`config.mk`:
```
export PLATFORM = sky130hd
export DESIGN_NAME = ccrb_top
export DESIGN_NICKNAME = d
export VERILOG_FILES = /design/src/ccrb_pkg.sv /design/src/ccrb_req_if.sv /design/src/ccrb_axil_slave.sv /design/src/ccrb_top.sv
export SDC_FILE = /design/constraint.sdc
export NUM_CORES = 1
export LEC_CHECK = 0
export BUFFER_PORTS_ARGS = -buffer_cell sky130_fd_sc_hd__buf_2
export CORE_MARGIN = 3
export CORE_UTILIZATION = 30
export CTS_BUF_LIST = sky130_fd_sc_hd__clkbuf_2
export CTS_CLUSTER_SIZE = 14
export DETAILED_ROUTE_END_ITERATION = 8
export GPL_TIMING_DRIVEN = 1
export PLACE_DENSITY = 0.58
export SYNTH_ARGS = -nofsm -noshare
export SYNTH_HDL_FRONTEND = slang
export SYNTH_HIERARCHICAL = 1
export SYNTH_SLANG_ARGS = --single-unit
```
`constraint.sdc`:
```
create_clock -name aclk -period 2.4 [get_ports aclk]
set_clock_uncertainty 0.05 [all_clocks]
set_input_delay 0.24 -clock aclk [delete_from_list [all_inputs] [get_ports aclk]]
set_output_delay 0.24 -clock aclk [all_outputs]
set_load 0.05 [all_outputs]
```
`src/ccrb_pkg.sv`:
```
// Constants and state types for the processor control register bank.
// Assumes one core clock; software reaches the bank over AXI4-Lite.
package ccrb_pkg;
    localparam int          CCRB_ADDR_W     = 8;

    // Register byte offsets
    localparam logic [7:0]  OFS_SYS_MODE    = 8'h00;
    localparam logic [7:0]  OFS_RSVD_SLOT   = 8'h04;
    localparam logic [7:0]  OFS_FAULT_ADDR  = 8'h08;
    localparam logic [7:0]  OFS_PT_ROOT     = 8'h0c;
    localparam logic [7:0]  OFS_EXT_FEAT    = 8'h10;
    localparam logic [7:0]  OFS_CFG_CTRL2   = 8'h14;
    localparam logic [7:0]  OFS_IRQ_STATUS  = 8'h18;
    localparam logic [7:0]  OFS_IRQ_MASK    = 8'h1c;

    // System-mode field positions
    localparam int          BIT_PAGING      = 31;
    localparam int          BIT_FILL_INH    = 30;
    localparam int          BIT_WB_SEL      = 29;
    localparam int          BIT_ALIGN_MSK   = 18;
    localparam int          BIT_PROT        = 0;
    localparam logic [31:0] SYS_WMASK       = 32'he004_0001;
    localparam logic [31:0] SYS_RESET       = 32'h0000_0000;

    // Page-table root and extended-feature layouts
    localparam logic [31:0] PT_WMASK        = 32'hffff_f000;
    localparam int          PDB_LSB         = 12;
    localparam int          BIT_TICK        = 2;
    localparam logic        TICK_RESET      = 1'b1;

    // Configuration control 2: write-back select lock
    localparam int          BIT_WB_LOCK     = 2;

    // Interrupt status layout
    localparam int          IRQ_W           = 2;
    localparam int          IRQ_FAULT       = 0;
    localparam int          IRQ_DENIED      = 1;

    localparam logic [1:0]  PRIV_LEVEL0     = 2'h0;
    localparam logic [1:0]  RESP_OKAY       = 2'h0;
    localparam logic [1:0]  RESP_SLVERR     = 2'h2;

    typedef struct packed {
        logic [31:0]      sys_mode;
        logic [31:0]      pt_root;
        logic [31:0]      fault_addr;
        logic             tick_restrict;
        logic             wb_lock;
        logic [IRQ_W-1:0] sts;
        logic [IRQ_W-1:0] msk;
        logic             paging_active;
    } ccrb_bank_s;

    typedef struct packed {
        logic                   aw_held;
        logic [CCRB_ADDR_W-1:0] awaddr;
        logic                   awpriv;
        logic                   w_held;
        logic [31:0]            wdata;
        logic [3:0]             wstrb;
        logic                   bvalid;
        logic [1:0]             bresp;
        logic                   rvalid;
        logic [31:0]            rdata;
        logic [1:0]             rresp;
    } ccrb_slave_s;
endpackage

```
`src/ccrb_req_if.sv`:
```
// Request path between the bus slave and the register bank.
// Assumes both ends share aclk; requests are one-cycle strobes.
`timescale 1ns/1ps
interface ccrb_req_if;
    logic                            wr_req;
    logic [ccrb_pkg::CCRB_ADDR_W-1:0] wr_addr;
    logic [31:0]                     wr_data;
    logic [3:0]                      wr_strb;
    logic                            wr_priv;
    logic                            wr_err;
    logic                            rd_req;
    logic [ccrb_pkg::CCRB_ADDR_W-1:0] rd_addr;
    logic                            rd_priv;
    logic [31:0]                     rd_data;
    logic                            rd_err;

    modport slave (output wr_req, wr_addr, wr_data, wr_strb, wr_priv,
                   output rd_req, rd_addr, rd_priv,
                   input  wr_err, rd_data, rd_err);
    modport bank  (input  wr_req, wr_addr, wr_data, wr_strb, wr_priv,
                   input  rd_req, rd_addr, rd_priv,
                   output wr_err, rd_data, rd_err);
endinterface

```
`src/ccrb_axil_slave.sv`:
```
// AXI4-Lite slave that turns bus transfers into bank request strobes.
// Assumes the bank answers each strobe combinationally in the same cycle.
`timescale 1ns/1ps
module ccrb_axil_slave
    import ccrb_pkg::*;
(
    // Clock, reset and clock enable
    input  wire logic                   aclk,
    input  wire logic                   aresetn,
    input  wire logic                   ce,
    // Write channels
    input  wire logic [CCRB_ADDR_W-1:0] awaddr,
    input  wire logic [2:0]             awprot,
    input  wire logic                   awvalid,
    output logic                        awready,
    input  wire logic [31:0]            wdata,
    input  wire logic [3:0]             wstrb,
    input  wire logic                   wvalid,
    output logic                        wready,
    output logic [1:0]                  bresp,
    output logic                        bvalid,
    input  wire logic                   bready,
    // Read channels
    input  wire logic [CCRB_ADDR_W-1:0] araddr,
    input  wire logic [2:0]             arprot,
    input  wire logic                   arvalid,
    output logic                        arready,
    output logic [31:0]                 rdata,
    output logic [1:0]                  rresp,
    output logic                        rvalid,
    input  wire logic                   rready,
    // Bank side
    ccrb_req_if.slave                   req
);
    ccrb_slave_s st_ff;
    ccrb_slave_s nxt_st;

    // Address and data are held separately, so either may arrive first
    assign awready = ce && !st_ff.aw_held;
    assign wready  = ce && !st_ff.w_held;
    assign arready = ce && !st_ff.rvalid;
    assign bvalid  = st_ff.bvalid;
    assign bresp   = st_ff.bresp;
    assign rvalid  = st_ff.rvalid;
    assign rdata   = st_ff.rdata;
    assign rresp   = st_ff.rresp;

    assign req.wr_req  = ce && st_ff.aw_held && st_ff.w_held && !st_ff.bvalid;
    assign req.wr_addr = st_ff.awaddr;
    assign req.wr_data = st_ff.wdata;
    assign req.wr_strb = st_ff.wstrb;
    assign req.wr_priv = st_ff.awpriv;
    assign req.rd_req  = arvalid && arready;
    assign req.rd_addr = araddr;
    assign req.rd_priv = arprot[0];

    always_comb
    begin
        nxt_st = st_ff;
        if (awvalid && awready)
        begin
            nxt_st.aw_held = 1'b1;
            nxt_st.awaddr  = awaddr;
            nxt_st.awpriv  = awprot[0];
        end
        if (wvalid && wready)
        begin
            nxt_st.w_held = 1'b1;
            nxt_st.wdata  = wdata;
            nxt_st.wstrb  = wstrb;
        end
        if (req.wr_req)
        begin
            nxt_st.aw_held = 1'b0;
            nxt_st.w_held  = 1'b0;
            nxt_st.bvalid  = 1'b1;
            nxt_st.bresp   = req.wr_err ? RESP_SLVERR : RESP_OKAY;
        end
        else if (st_ff.bvalid && bready)
        begin
            nxt_st.bvalid = 1'b0;
        end
        if (req.rd_req)
        begin
            nxt_st.rvalid = 1'b1;
            nxt_st.rdata  = req.rd_data;
            nxt_st.rresp  = req.rd_err ? RESP_SLVERR : RESP_OKAY;
        end
        else if (st_ff.rvalid && rready)
        begin
            nxt_st.rvalid = 1'b0;
        end
    end

    always_ff @(posedge aclk)
    begin
        if (!aresetn)
        begin
            st_ff <= '0;
        end
        else if (ce)
        begin
            st_ff <= nxt_st;
        end
    end
endmodule // ccrb_axil_slave

```
`src/ccrb_top.sv`:
```
// Processor control register bank with its mode outputs to the core.
// Assumes core events arrive synchronous to aclk as one-cycle pulses.
//
// The implementer's own choices: the placing of the registers and register access over AXI4-Lite.
`timescale 1ns/1ps
module ccrb_top
(
    // Clock, reset and clock enable
    input  wire logic                             aclk,
    input  wire logic                             aresetn,
    input  wire logic                             ce,
    // AXI4-Lite write address
    input  wire logic [ccrb_pkg::CCRB_ADDR_W-1:0] s_axi_awaddr,
    input  wire logic [2:0]                       s_axi_awprot,
    input  wire logic                             s_axi_awvalid,
    output logic                                  s_axi_awready,
    // AXI4-Lite write data and response
    input  wire logic [31:0]                      s_axi_wdata,
    input  wire logic [3:0]                       s_axi_wstrb,
    input  wire logic                             s_axi_wvalid,
    output logic                                  s_axi_wready,
    output logic [1:0]                            s_axi_bresp,
    output logic                                  s_axi_bvalid,
    input  wire logic                             s_axi_bready,
    // AXI4-Lite read
    input  wire logic [ccrb_pkg::CCRB_ADDR_W-1:0] s_axi_araddr,
    input  wire logic [2:0]                       s_axi_arprot,
    input  wire logic                             s_axi_arvalid,
    output logic                                  s_axi_arready,
    output logic [31:0]                           s_axi_rdata,
    output logic [1:0]                            s_axi_rresp,
    output logic                                  s_axi_rvalid,
    input  wire logic                             s_axi_rready,
    // Core events and state
    input  wire logic [1:0]                       current_privilege_level,
    input  wire logic                             page_fault,
    input  wire logic [31:0]                      faulting_linear_address,
    input  wire logic                             branch_exec,
    input  wire logic                             alignment_check_flag,
    input  wire logic                             misaligned_access,
    // Mode outputs
    output logic                                  protected_mode,
    output logic                                  paging_enable,
    output logic [19:0]                           page_directory_base,
    output logic                                  read_tick_permit,
    output logic                                  line_fill_enable,
    output logic                                  hit_serve_enable,
    output logic                                  write_update_enable,
    output logic                                  snoop_invalidate_enable,
    output logic                                  writeback_mode,
    output logic                                  write_through_all,
    output logic                                  alignment_fault,
    // Interrupt
    output logic                                  irq
);
    import ccrb_pkg::*;

    ccrb_req_if   req ();
    ccrb_bank_s   st_ff;
    ccrb_bank_s   nxt_st;
    logic [31:0]  wr_val;
    logic         wr_ok;
    logic         wr_denied;
    logic         rd_denied;
    logic [IRQ_W-1:0] evt;

    ccrb_axil_slave u_slave
    (
        .aclk    (aclk),
        .aresetn (aresetn),
        .ce      (ce),
        .awaddr  (s_axi_awaddr),
        .awprot  (s_axi_awprot),
        .awvalid (s_axi_awvalid),
        .awready (s_axi_awready),
        .wdata   (s_axi_wdata),
        .wstrb   (s_axi_wstrb),
        .wvalid  (s_axi_wvalid),
        .wready  (s_axi_wready),
        .bresp   (s_axi_bresp),
        .bvalid  (s_axi_bvalid),
        .bready  (s_axi_bready),
        .araddr  (s_axi_araddr),
        .arprot  (s_axi_arprot),
        .arvalid (s_axi_arvalid),
        .arready (s_axi_arready),
        .rdata   (s_axi_rdata),
        .rresp   (s_axi_rresp),
        .rvalid  (s_axi_rvalid),
        .rready  (s_axi_rready),
        .req     (req.slave)
    );

    // Byte-lane merge, then keep only the bits the register implements
    function automatic logic [31:0] merge
    (
        input logic [31:0] old,
        input logic [31:0] wd,
        input logic [3:0]  strb,
        input logic [31:0] wmask
    );
        logic [31:0] res;
        res = old;
        for (int i = 0; i < 4; i++)
        begin
            if (strb[i])
            begin
                res[8*i +: 8] = wd[8*i +: 8];
            end
        end
        return (res & wmask) | (old & ~wmask);
    endfunction

    // Offsets the bank answers; anything else gets SLVERR
    function automatic logic is_mapped(input logic [CCRB_ADDR_W-1:0] a);
        case (a)
            OFS_SYS_MODE, OFS_RSVD_SLOT, OFS_FAULT_ADDR, OFS_PT_ROOT,
            OFS_EXT_FEAT, OFS_CFG_CTRL2, OFS_IRQ_STATUS, OFS_IRQ_MASK:
                return 1'b1;
            default:
                return 1'b0;
        endcase
    endfunction

    // Access is refused to unprivileged masters only in protected mode
    assign wr_denied = st_ff.sys_mode[BIT_PROT] && !req.wr_priv;
    assign rd_denied = st_ff.sys_mode[BIT_PROT] && !req.rd_priv;
    assign wr_ok     = req.wr_req && is_mapped(req.wr_addr) && !wr_denied;

    // Write path
    always_comb
    begin
        nxt_st     = st_ff;
        wr_val     = 32'h0000_0000;
        req.wr_err = req.wr_req && !(is_mapped(req.wr_addr) && !wr_denied);
        evt        = '0;
        evt[IRQ_DENIED] = (req.wr_req && wr_denied)
                        || (req.rd_req && rd_denied);
        if (wr_ok)
        begin
            case (req.wr_addr)
                OFS_SYS_MODE:
                begin
                    wr_val = merge(st_ff.sys_mode, req.wr_data,
                                   req.wr_strb, SYS_WMASK);
                    if (st_ff.wb_lock)
                    begin
                        wr_val[BIT_WB_SEL] = st_ff.sys_mode[BIT_WB_SEL];
                    end
                    nxt_st.sys_mode = wr_val;
                end
                OFS_FAULT_ADDR:
                begin
                    nxt_st.fault_addr = merge(st_ff.fault_addr,
                                              req.wr_data, req.wr_strb,
                                              32'hffff_ffff);
                end
                OFS_PT_ROOT:
                begin
                    nxt_st.pt_root = merge(st_ff.pt_root, req.wr_data,
                                           req.wr_strb, PT_WMASK);
                end
                OFS_EXT_FEAT:
                begin
                    wr_val = merge({29'h0, st_ff.tick_restrict, 2'h0},
                                   req.wr_data, req.wr_strb,
                                   32'hffff_ffff);
                    nxt_st.tick_restrict = wr_val[BIT_TICK];
                end
                OFS_CFG_CTRL2:
                begin
                    wr_val = merge({29'h0, st_ff.wb_lock, 2'h0},
                                   req.wr_data, req.wr_strb,
                                   32'hffff_ffff);
                    nxt_st.wb_lock = wr_val[BIT_WB_LOCK];
                end
                OFS_IRQ_STATUS:
                begin
                    wr_val = merge(32'h0, req.wr_data, req.wr_strb,
                                   32'hffff_ffff);
                    nxt_st.sts = st_ff.sts & ~wr_val[IRQ_W-1:0];
                end
                OFS_IRQ_MASK:
                begin
                    wr_val = merge({30'h0, st_ff.msk}, req.wr_data,
                                   req.wr_strb, 32'hffff_ffff);
                    nxt_st.msk = wr_val[IRQ_W-1:0];
                end
                default:
                begin
                    // Reserved slot: write is accepted and discarded
                    nxt_st.sys_mode = st_ff.sys_mode;
                end
            endcase
        end

        // Hardware capture wins over a software write in the same cycle
        if (page_fault && st_ff.paging_active)
        begin
            nxt_st.fault_addr = faulting_linear_address;
            evt[IRQ_FAULT]    = 1'b1;
        end

        // The paging state seen by the core moves only on a branch
        if (branch_exec)
        begin
            nxt_st.paging_active = st_ff.sys_mode[BIT_PAGING]
                                 && st_ff.sys_mode[BIT_PROT];
        end

        // Set wins over a write-one-to-clear in the same cycle
        nxt_st.sts = nxt_st.sts | evt;
    end

    // Read path
    always_comb
    begin
        req.rd_data = 32'h0000_0000;
        req.rd_err  = req.rd_req && !(is_mapped(req.rd_addr) && !rd_denied);
        if (req.rd_req && !req.rd_err)
        begin
            case (req.rd_addr)
                OFS_SYS_MODE:
                    req.rd_data = st_ff.sys_mode & SYS_WMASK;
                OFS_FAULT_ADDR:
                    req.rd_data = st_ff.fault_addr;
                OFS_PT_ROOT:
                    req.rd_data = st_ff.pt_root & PT_WMASK;
                OFS_EXT_FEAT:
                    req.rd_data = {29'h0, st_ff.tick_restrict, 2'h0};
                OFS_CFG_CTRL2:
                    req.rd_data = {29'h0, st_ff.wb_lock, 2'h0};
                OFS_IRQ_STATUS:
                    req.rd_data = {30'h0, st_ff.sts};
                OFS_IRQ_MASK:
                    req.rd_data = {30'h0, st_ff.msk};
                default:
                    req.rd_data = 32'h0000_0000;
            endcase
        end
    end

    always_ff @(posedge aclk)
    begin
        if (!aresetn)
        begin
            st_ff.sys_mode      <= SYS_RESET;
            st_ff.pt_root       <= 32'h0000_0000;
            st_ff.fault_addr    <= 32'h0000_0000;
            st_ff.tick_restrict <= TICK_RESET;
            st_ff.wb_lock       <= 1'b0;
            st_ff.sts           <= '0;
            st_ff.msk           <= '0;
            st_ff.paging_active <= 1'b0;
        end
        else if (ce)
        begin
            st_ff <= nxt_st;
        end
    end

    // Mode outputs to the core
    assign protected_mode      = st_ff.sys_mode[BIT_PROT];
    assign paging_enable       = st_ff.paging_active;
    assign page_directory_base = st_ff.pt_root[31:PDB_LSB];
    // Level 0 may always read the tick counter
    assign read_tick_permit    = !st_ff.tick_restrict
                               || (current_privilege_level == PRIV_LEVEL0);
    // Inhibit only blocks fills; a full stop needs software to invalidate
    assign line_fill_enable        = !st_ff.sys_mode[BIT_FILL_INH];
    assign hit_serve_enable        = 1'b1;
    assign write_update_enable     = 1'b1;
    assign snoop_invalidate_enable = 1'b1;
    assign writeback_mode      = st_ff.sys_mode[BIT_WB_SEL];
    assign write_through_all   = !st_ff.sys_mode[BIT_WB_SEL];
    assign alignment_fault     = st_ff.sys_mode[BIT_ALIGN_MSK]
                               && alignment_check_flag && misaligned_access;
    assign irq                 = |(st_ff.sts & st_ff.msk);
endmodule // ccrb_top

```
==> flow_metrics.py, run 1 <==
metrics = {
    "synth": {
        "synth_area_um2": 8020,
        "synth_top_cell_by_area": "dfxtp_1",
        "synth_top_area_share_pct": 36.7,
        "async_flop_share_pct": 0,
        "ys_top_cells_by_area": "dfxtp_1 (37%), buf_4 (10%), mux2i_1 (10%)",
        "yosysUniqueCellTypes": 62,
        "synth_warnings": 6,
        "synth_flop_cell": "dfxtp_1",
        "syn_avg_cell_area_um2": 8.72,
        "yosysMostFrequentCell": "nand2_1",
        "synth_commonest_cells": "nand2_1 (166), dfxtp_1 (147), buf_4 (112)",
        "synthCells": 920,
        "synth_edf_count": 0,
        "ys_seq_area_share_pct": 36.7,
        "synth_seq_cells": 147,
    },
    "floorplanning": {
        "rows": 59,
        "coreArea_um2": 26200,
        "die_w_um": 170,
        "start_util_pct": 30.6,
        "die_h_um": 170,
        "io_pins": 176,
        "die-area_um2": 28700,
    },
    "setup_path": {
        "end_kind": "flop",
        "crit_family": "buffers and inverters",
        "cp_max_fo": 7,
        "startpoint_type": "flop",
        "max_stage_delay_ps": 630,
        "worstPathCellList": "buf_4, nand2b_1, nand3_1, a211o_1, nor4_1, dlygate4sd3_1, nand2_1, mux2i_1",
        "cp_data_required_time_ps": 3040,
        "rrSetupSlack_ps": 120,
        "worstPathArrival_ps": 2910,
        "crit_buf_inv": 2,
        "slowest_stage": "dlygate4sd3_1",
        "crit_type": "reg -> reg",
    },
    "pwr": {
        "p_leak_nw": 3.72,
        "p_sw_share_pct": 26.2,
        "comb_power_share_pct": 12.4,
        "intPower_mw": 3.68,
        "ir_worst_vdd_mv": 0.270,
        "power_switching_mw": 1.30,
        "power_density_nw_per_um2": 503,
        "p_total_mw": 4.98,
        "power_frac_seq_pct": 51.0,
        "clkPwrFrac_pct": 36.7,
    },
    "clock_tree": {
        "cts_resized": 0,
        "post_cts_buffers": 0,
        "clk_pin_slew_ps": 220,
        "cts_buffer_depth": 2,
        "clock_sinks": 147,
        "root_buffer": "clkbuf_2",
        "cts_buffers": 17,
        "clk_latency_ps": 740,
        "cts_hold_buf": 125,
        "htree_num_levels": 4,
        "tritoncts": "built",
    },
    "cells_and_area": {
        "nets": 1179,
        "drive_above_1_share_pct": 23.6,
        "area.growth.synth_to_final_pct": 23.6,
        "nFillCells": 2652,
    },
    "sta": {
        "rsz0062_at_grt": "no",
        "hold_viol": 0,
        "setup_viol": 0,
        "fin_crit_ps": 2280,
        "slew_viol_final": 0,
        "worst_slack_ps": 121,
        "max_freq_ghz": 0.439,
        "slew_headroom_pct": 49.9,
        "tightest_slew_ps": 752,
        "finalCritPeriodShare_pct": 94.9,
        "finalSetupTns_ps": 0,
    },
    "placed_design": {
        "post-place-ws_ps": 226,
        "portBuffers": 166,
        "place.gp.congestion": 0.828,
        "dp_hpwl_um": 17200,
    },
    "global_route": {
        "grt_pass1_vias": 7096,
        "grt_max_degree": 67,
        "grt_pass1_wl_um": 39900,
        "antenna_found_initial": 1,
        "grt_overflow": 0,
        "track_usage_pct": 17.4,
    },
    "route": {
        "via_per_inst": 5.03,
        "drt-total-wl_um": 25200,
        "ant_nets": 0,
        "drcViolationCount": 0,
        "dr.first_iter.drc_count": 465,
        "wl_per_cell_um": 17.7,
        "firstDrtPassIters": 5,
        "vias": 7157,
    },
    "outcome": {
        "status": "completed",
    },
    "run": {
        "maxCapViolCount": 0,
    },
    "hold_path": {
        "hp-class": "in -> reg",
    },
}
## layer usage
metal	share of wire [%]	track usage (%)
met1	48	24.9
met2	44	26.5
met3	5.1	3.47
met4	2.2	5.55
met5	0	0
## worst register-to-register path, cell delays in order (launching register included)
cell and delay (ps):
dfxtp_1 370, buf_4 160, nand2b_1 90, nand3_1 110, a211o_1 280, nor4_1 340, dlygate4sd3_1 630, nand2_1 60
mux2i_1 150
## cell type report
cell class / instances / area, µm² / share of cell area (%)
Sequential cell: 147 / 2940 / 29.7
Inverter: 12 / 45.0 / 0.454
Multi-Input combinational cell: 575 / 3800 / 38.4
Clock buffer: 18 / 90.1 / 0.909
Timing Repair Buffer: 322 / 2380 / 24.0
Antenna cell: 1 / 2.50 / 0.0252
Tap cell: 335 / 419 / 4.23
Clock inverter: 13 / 233 / 2.35
## worst paths after layout
check	endpoint	startpoint	cells past startpoint
max	u_slave/rdata[1]	flop	8
min	u_slave/rdata[0]	s_axi_araddr[6]	6
max reg2reg	u_slave/rdata[1]	flop	8
min reg2reg	u_slave/rdata[8]	u_slave/rdata[8]	2
## placed cells by master, fill, tap and decap left out, types with 6 or more instances in the layout
cell type        n
a211oi_1        35
a21oi_1         31
a22oi_1         32
a311oi_1        25
a32oi_1         17
and2_1          10
buf_2          165
buf_4           27
bufinv_16        6
clkbuf_2        18
dfxtp_1        147
dlygate4sd3_1  125
inv_1           10
mux2i_1         81
nand2_1        166
nand4_1         29
nor2_1          31
nor2b_1          6
o31ai_1         22
## cells by family after synthesis
group,Yosys count,synth area share [%]
DFF,147,36.7
and+or+nand+nor,285,17.1
muxes,86,10.8
buffers and inverters,201,16.3
AOI/OAI and AO/OA,199,19.0
other,2,0.0936
## metrics by stage
step           instance area (µm²)  cells  utilization [%]  hold slack [ps]
2_1_floorplan                 8030    923                -              262
3_3_place_gp                  8340   1266             31.8              391
3_5_place_dp                  8340   1266             31.8              393
4_1_cts                       9910   1422             37.8             40.3
5_1_grt                       9910   1423             37.8              114
6_report                      9910   1423             37.8              109
## power groups by stage
stage               registers (mW)  clock network (mW)  logic [mW]
floorplan                     2.56                   0       0.378
global placement              2.59                   0       0.458
detailed placement            2.59                   0       0.460
CTS                           2.54                1.88       0.613
global route                  2.55                1.98       0.668
finish                        2.54                1.83       0.616
No activity file was read; power rests on OpenSTA's default activity.
==> inputs of run 2 (changes only) <==
Settings changed: PLACE_DENSITY 0.58 to 0.59.
Clock period 2.4 ns to 1.9 ns, I/O delays scaled along.
==> run 2 against run 1 <==
  * The flow now finishes with violations (setup timing)
  * Register-to-register slack worse by 440 ps
  * Clock-buffer cell count increased by 2
  * Via count up 5.1%
  * Critical path type unchanged
  * Critical endpoint is now st_ff[38]
  * Largest power group unchanged
==> flow_metrics.py, run 2 (same netlist as run 1, synthesis figures left out) <==
metrics = {
    "outcome": {
        "status": "finished, violations left",
        "failed_checks": "setup timing",
    },
    "sta": {
        "fin_crit_ps": 2220,
        "setup_viol": 63,
        "holdWs_ps": 145,
        "hold_viol": 0,
        "finalSetupTns_ps": -12490,
        "max_freq_ghz": 0.451,
        "worst_slack_ps": -319,
        "rsz0062_at_grt": "yes",
        "slew_viol_final": 0,
        "slew_headroom_pct": 42.9,
        "tightest_slew_ps": 856,
        "finalCritPeriodShare_pct": 117,
    },
    "cells_and_area": {
        "area.growth.synth_to_final_pct": 36.8,
        "final_common_cell": "nand2_1",
        "drive_above_1_share_pct": 31.4,
        "layout_common_cells": "nand2_1 (166), buf_2 (162), dlygate4sd3_1 (147)",
        "final_cells": 1486,
        "fin_util_pct": 41.9,
        "final_area_um2": 11000,
        "nets": 1240,
    },
    "route": {
        "dr.first_iter.drc_count": 615,
        "ant_nets": 0,
        "drt-total-wl_um": 26700,
        "drcViolationCount": 0,
        "vias": 7525,
        "wl_per_cell_um": 17.9,
        "via_per_inst": 5.06,
        "firstDrtPassIters": 5,
    },
    "pwr": {
        "p_total_mw": 5.96,
        "power_frac_seq_pct": 53.8,
        "ir_worst_vdd_mv": 0.322,
        "p_sw_share_pct": 27.6,
        "clkPwrFrac_pct": 31.3,
        "comb_power_share_pct": 14.9,
        "power_density_nw_per_um2": 543,
        "power_switching_mw": 1.65,
        "intPower_mw": 4.32,
        "p_leak_nw": 4.00,
    },
    "clock_tree": {
        "root_buffer": "clkbuf_2",
        "tritoncts": "built",
        "clk_latency_ps": 730,
        "cts_buffer_depth": 2,
        "cts_buffers": 17,
        "htree_num_levels": 4,
        "clock_sinks": 147,
        "clk_pin_slew_ps": 210,
    },
    "setup_path": {
        "cp_data_required_time_ps": 2490,
        "end_kind": "flop",
        "reg2reg_from": "u_slave/bvalid",
        "startpoint_type": "flop",
        "worstPathArrival_ps": 2810,
        "rrSetupSlack_ps": -320,
        "timing.rr.end": "st_ff[38]",
        "r2r_cells": 7,
        "cp_max_fo": 8,
        "crit_type": "reg -> reg",
    },
    "floorplanning": {
        "start_util_pct": 30.6,
        "die_h_um": 170,
        "rows": 59,
        "die_w_um": 170,
        "io_pins": 176,
        "die-area_um2": 28700,
        "coreArea_um2": 26200,
    },
    "global_route": {
        "grt_pass1_vias": 7169,
        "grt_max_degree": 98,
        "track_usage_pct": 17.5,
        "antenna_found_initial": 2,
        "grt_overflow": 0,
        "grt_pass1_wl_um": 40000,
    },
    "run": {
        "maxCapViolCount": 0,
    },
    "placed_design": {
        "dpl-instance-area_um2": 8700,
        "place.gp.congestion": 0.845,
        "portBuffers": 166,
        "dp_hpwl_um": 17800,
        "post-place-ws_ps": -198,
        "dp_cells": 1293,
    },
    "hold_path": {
        "hp-start": "s_axi_arvalid",
        "hp-class": "in -> reg",
        "whs_path_depth": 5,
        "min_to": "u_slave/rresp[1]",
    },
}
[run 2: layout make-up]
class | instances | area, µm²
Fill cell | 2554 | 15200
Multi-Input combinational cell | 575 | 4190
Timing Repair Buffer | 383 | 3120
Sequential cell | 147 | 2950
Tap cell | 335 | 419
Clock inverter | 12 | 139
Clock buffer | 20 | 100
Inverter | 12 | 45.0
Antenna cell | 2 | 5.00
[run 2: worst max-delay path, stage by stage (launching register included)]
cell and delay, ps:
dfxtp_4 380, and4b_2 310, or4b_4 500, nor4_4 230
buf_6 190, buf_12 160, a22oi_2 60, a211oi_1 250
[run 2: repair_timing]
item / in CTS / in global routing
buffers inserted: 2 / 8
gates cloned: 0 / 3
setup endpoints to repair: 64 / 68
pin swaps: 2 / 58
endpoints found under the hold margin: 143 / 0
hold buffers: 148 / 0
resized for setup: 15 / 77
[run 2: layer usage]
layer | global-route usage (%) | wire (µm)
met1 | 24.5 | 12200
met2 | 26.8 | 12300
met3 | 3.91 | 1630
met4 | 5.62 | 596
met5 | 0 | 0
[run 2: worst max-delay path by stage]
| stage | from | slack (ps) | to | cells after the start |
|---|---|---|---|---|
| final | u_slave/bvalid | -320 | st_ff[38] | 7 |
| after global routing | u_slave/bvalid | -400 | st_ff[34] | 7 |
| after CTS | u_slave/bvalid | -260 | st_ff[22] | 6 |
| after detailed placement | u_slave/bvalid | -200 | st_ff[9] | 6 |
| after global placement | u_slave/bvalid | -120 | st_ff[14] | 6 |
| after floorplan | u_slave/bvalid | -240 | st_ff[15] | 7 |
[run 2: power groups by stage]
stage	registers (mW)	logic [mW]	clock network, mW
global route	3.22	0.956	2.05
CTS	3.20	0.855	1.93
global placement	3.26	0.616	0
detailed placement	3.26	0.620	0
floorplan	3.23	0.481	0
finish	3.21	0.891	1.86
==> inputs of run 3 (changes only) <==
Settings changed: PLACE_DENSITY 0.59 to 0.57, RECOVER_POWER set to 100.
Clock period 1.9 ns to 2.6 ns, I/O delays scaled along.
==> run 3 against run 2 <==
  * The flow now finishes without violations
  * First-iteration DRC count is 12% lower
  * Worst setup slack better by 420 ps
  * Via count is 5.5% lower
  * Worst hold slack worse by 15 ps
  * Cell area is 12% lower
  * Combinational power is 38% lower
  * Critical endpoint is now u_slave/req.wr_data[8]
==> flow_metrics.py, run 3 (same netlist as run 1, synthesis figures left out) <==
metrics = {
    "sta": {
        "rsz0062_at_grt": "no",
        "fin_crit_ps": 2500,
        "slew_viol_final": 0,
        "finalCritPeriodShare_pct": 96.1,
        "setup_viol": 0,
        "tightest_slew_ps": 1220,
        "worst_slack_ps": 101,
        "hold_viol": 0,
        "slew_headroom_pct": 18.9,
        "finalSetupTns_ps": 0,
        "max_freq_ghz": 0.400,
    },
    "placed_design": {
        "place.gp.congestion": 0.861,
        "dp_cells": 1260,
        "post-place-ws_ps": 212,
        "portBuffers": 166,
        "dp_hpwl_um": 17100,
    },
    "cells_and_area": {
        "drive_above_1_share_pct": 16.5,
        "nets": 1166,
        "final_common_cell": "nand2_1",
        "layout_common_cells": "nand2_1 (166), dfxtp_1 (147), dlygate4sd3_1 (118)",
        "regArea_um2": 2940,
        "fin_util_pct": 36.9,
        "final_cells": 1411,
        "area.growth.synth_to_final_pct": 20.4,
        "multiInputGateArea_um2": 3790,
        "nFillCells": 2687,
    },
    "clock_tree": {
        "htree_num_levels": 4,
        "cts_buffer_depth": 2,
        "cts_buffers": 17,
        "root_buffer": "clkbuf_2",
        "clock_sinks": 147,
        "tritoncts": "built",
        "clk_latency_ps": 760,
        "clk_pin_slew_ps": 220,
        "post_cts_buffers": 0,
    },
    "pwr": {
        "ir_worst_vdd_mv": 0.245,
        "p_total_mw": 4.49,
        "p_leak_nw": 3.34,
        "power_density_nw_per_um2": 465,
    },
    "setup_path": {
        "crit_family": "buffers and inverters",
        "crit_type": "reg -> reg",
        "worstPathArrival_ps": 3160,
        "startpoint_type": "flop",
        "worstPathCellList": "and3b_1, buf_12, mux2i_1, dlygate4sd3_1",
        "crit_path_start": "u_slave/st_ff[74]",
        "max_stage_delay_ps": 870,
        "slowest_stage": "and3b_1",
        "cp_max_fo": 25,
        "end_kind": "flop",
        "reg2reg_from": "u_slave/st_ff[74]",
        "cp_data_required_time_ps": 3260,
        "crit_buf_inv": 2,
    },
    "route": {
        "vias": 7111,
        "wl_per_cell_um": 17.7,
        "dr.first_iter.drc_count": 544,
        "ant_nets": 0,
        "drt-total-wl_um": 25000,
        "drcViolationCount": 0,
        "firstDrtPassIters": 7,
        "via_per_inst": 5.04,
    },
    "floorplanning": {
        "coreArea_um2": 26200,
        "rows": 59,
        "io_pins": 176,
        "die_h_um": 170,
        "die-area_um2": 28700,
        "die_w_um": 170,
        "start_util_pct": 30.6,
    },
    "hold_path": {
        "hp-start": "s_axi_araddr[4]",
        "hp-class": "in -> reg",
    },
    "outcome": {
        "status": "completed",
    },
    "global_route": {
        "track_usage_pct": 16.9,
        "grt_pass1_vias": 6922,
        "antenna_found_initial": 1,
        "grt_max_degree": 98,
        "grt_overflow": 0,
        "grt_pass1_wl_um": 38500,
    },
    "run": {
        "maxCapViolCount": 0,
    },
}
-- run 3: final timing paths --
path                                               end  slack [ps]  depth (start not counted)
worst max-delay path            u_slave/req.wr_data[8]         100                          4
worst max register to register  u_slave/req.wr_data[8]         100                          4
worst min register to register        u_slave/rdata[8]         420                          2
worst min-delay path                  u_slave/rdata[0]         130                          6
-- run 3: through the flow --
stage / hold WS, ps / area [µm²]
floorplan: 282 / 8030
global placement: 391 / 8280
detailed placement: 394 / 8280
CTS: 54.8 / 9760
global route: 131 / 9660
finish: 130 / 9660
-- run 3: what timing repair did --
action,4_1_cts,5_1_grt
setup endpoints to repair,0,8
resized for setup,0,1
endpoints found under the hold margin,112,0
hold buffers,118,0
-- run 3: layout make-up --
| class | count | area share [%] |
|---|---|---|
| antenna | 1 | 0.0259 |
| timing repair buffer | 309 | 22.3 |
| clock inverter | 14 | 2.18 |
| tap | 335 | 4.34 |
| inverter | 12 | 0.466 |
| sequential | 147 | 30.5 |
| clock buffer | 18 | 0.933 |
| multi-input combinational | 575 | 39.3 |
-- run 3: routing by layer --
metal,part of all wire [%],vias up,track usage (%)
li1,-,3484,-
met5,0,-,0
met1,48,3360,23.8
met3,6.2,36,4.15
met2,44,231,25.0
met4,2.3,0,6.26
-- run 3: power breakdown --
group          switching, mW  internal [mW]  total (mW)
registers             0.0455           2.30        2.34
logic                  0.290          0.261       0.550
clock network          0.868          0.729        1.60
total                   1.20           3.29        4.49
-- run 3: tightest hold or removal path: stages --
cell,delay [ps]
buf_2,210
nor3_1,90
a22oi_1,190
nor2_1,60
nand2_1,60
mux2i_1,60
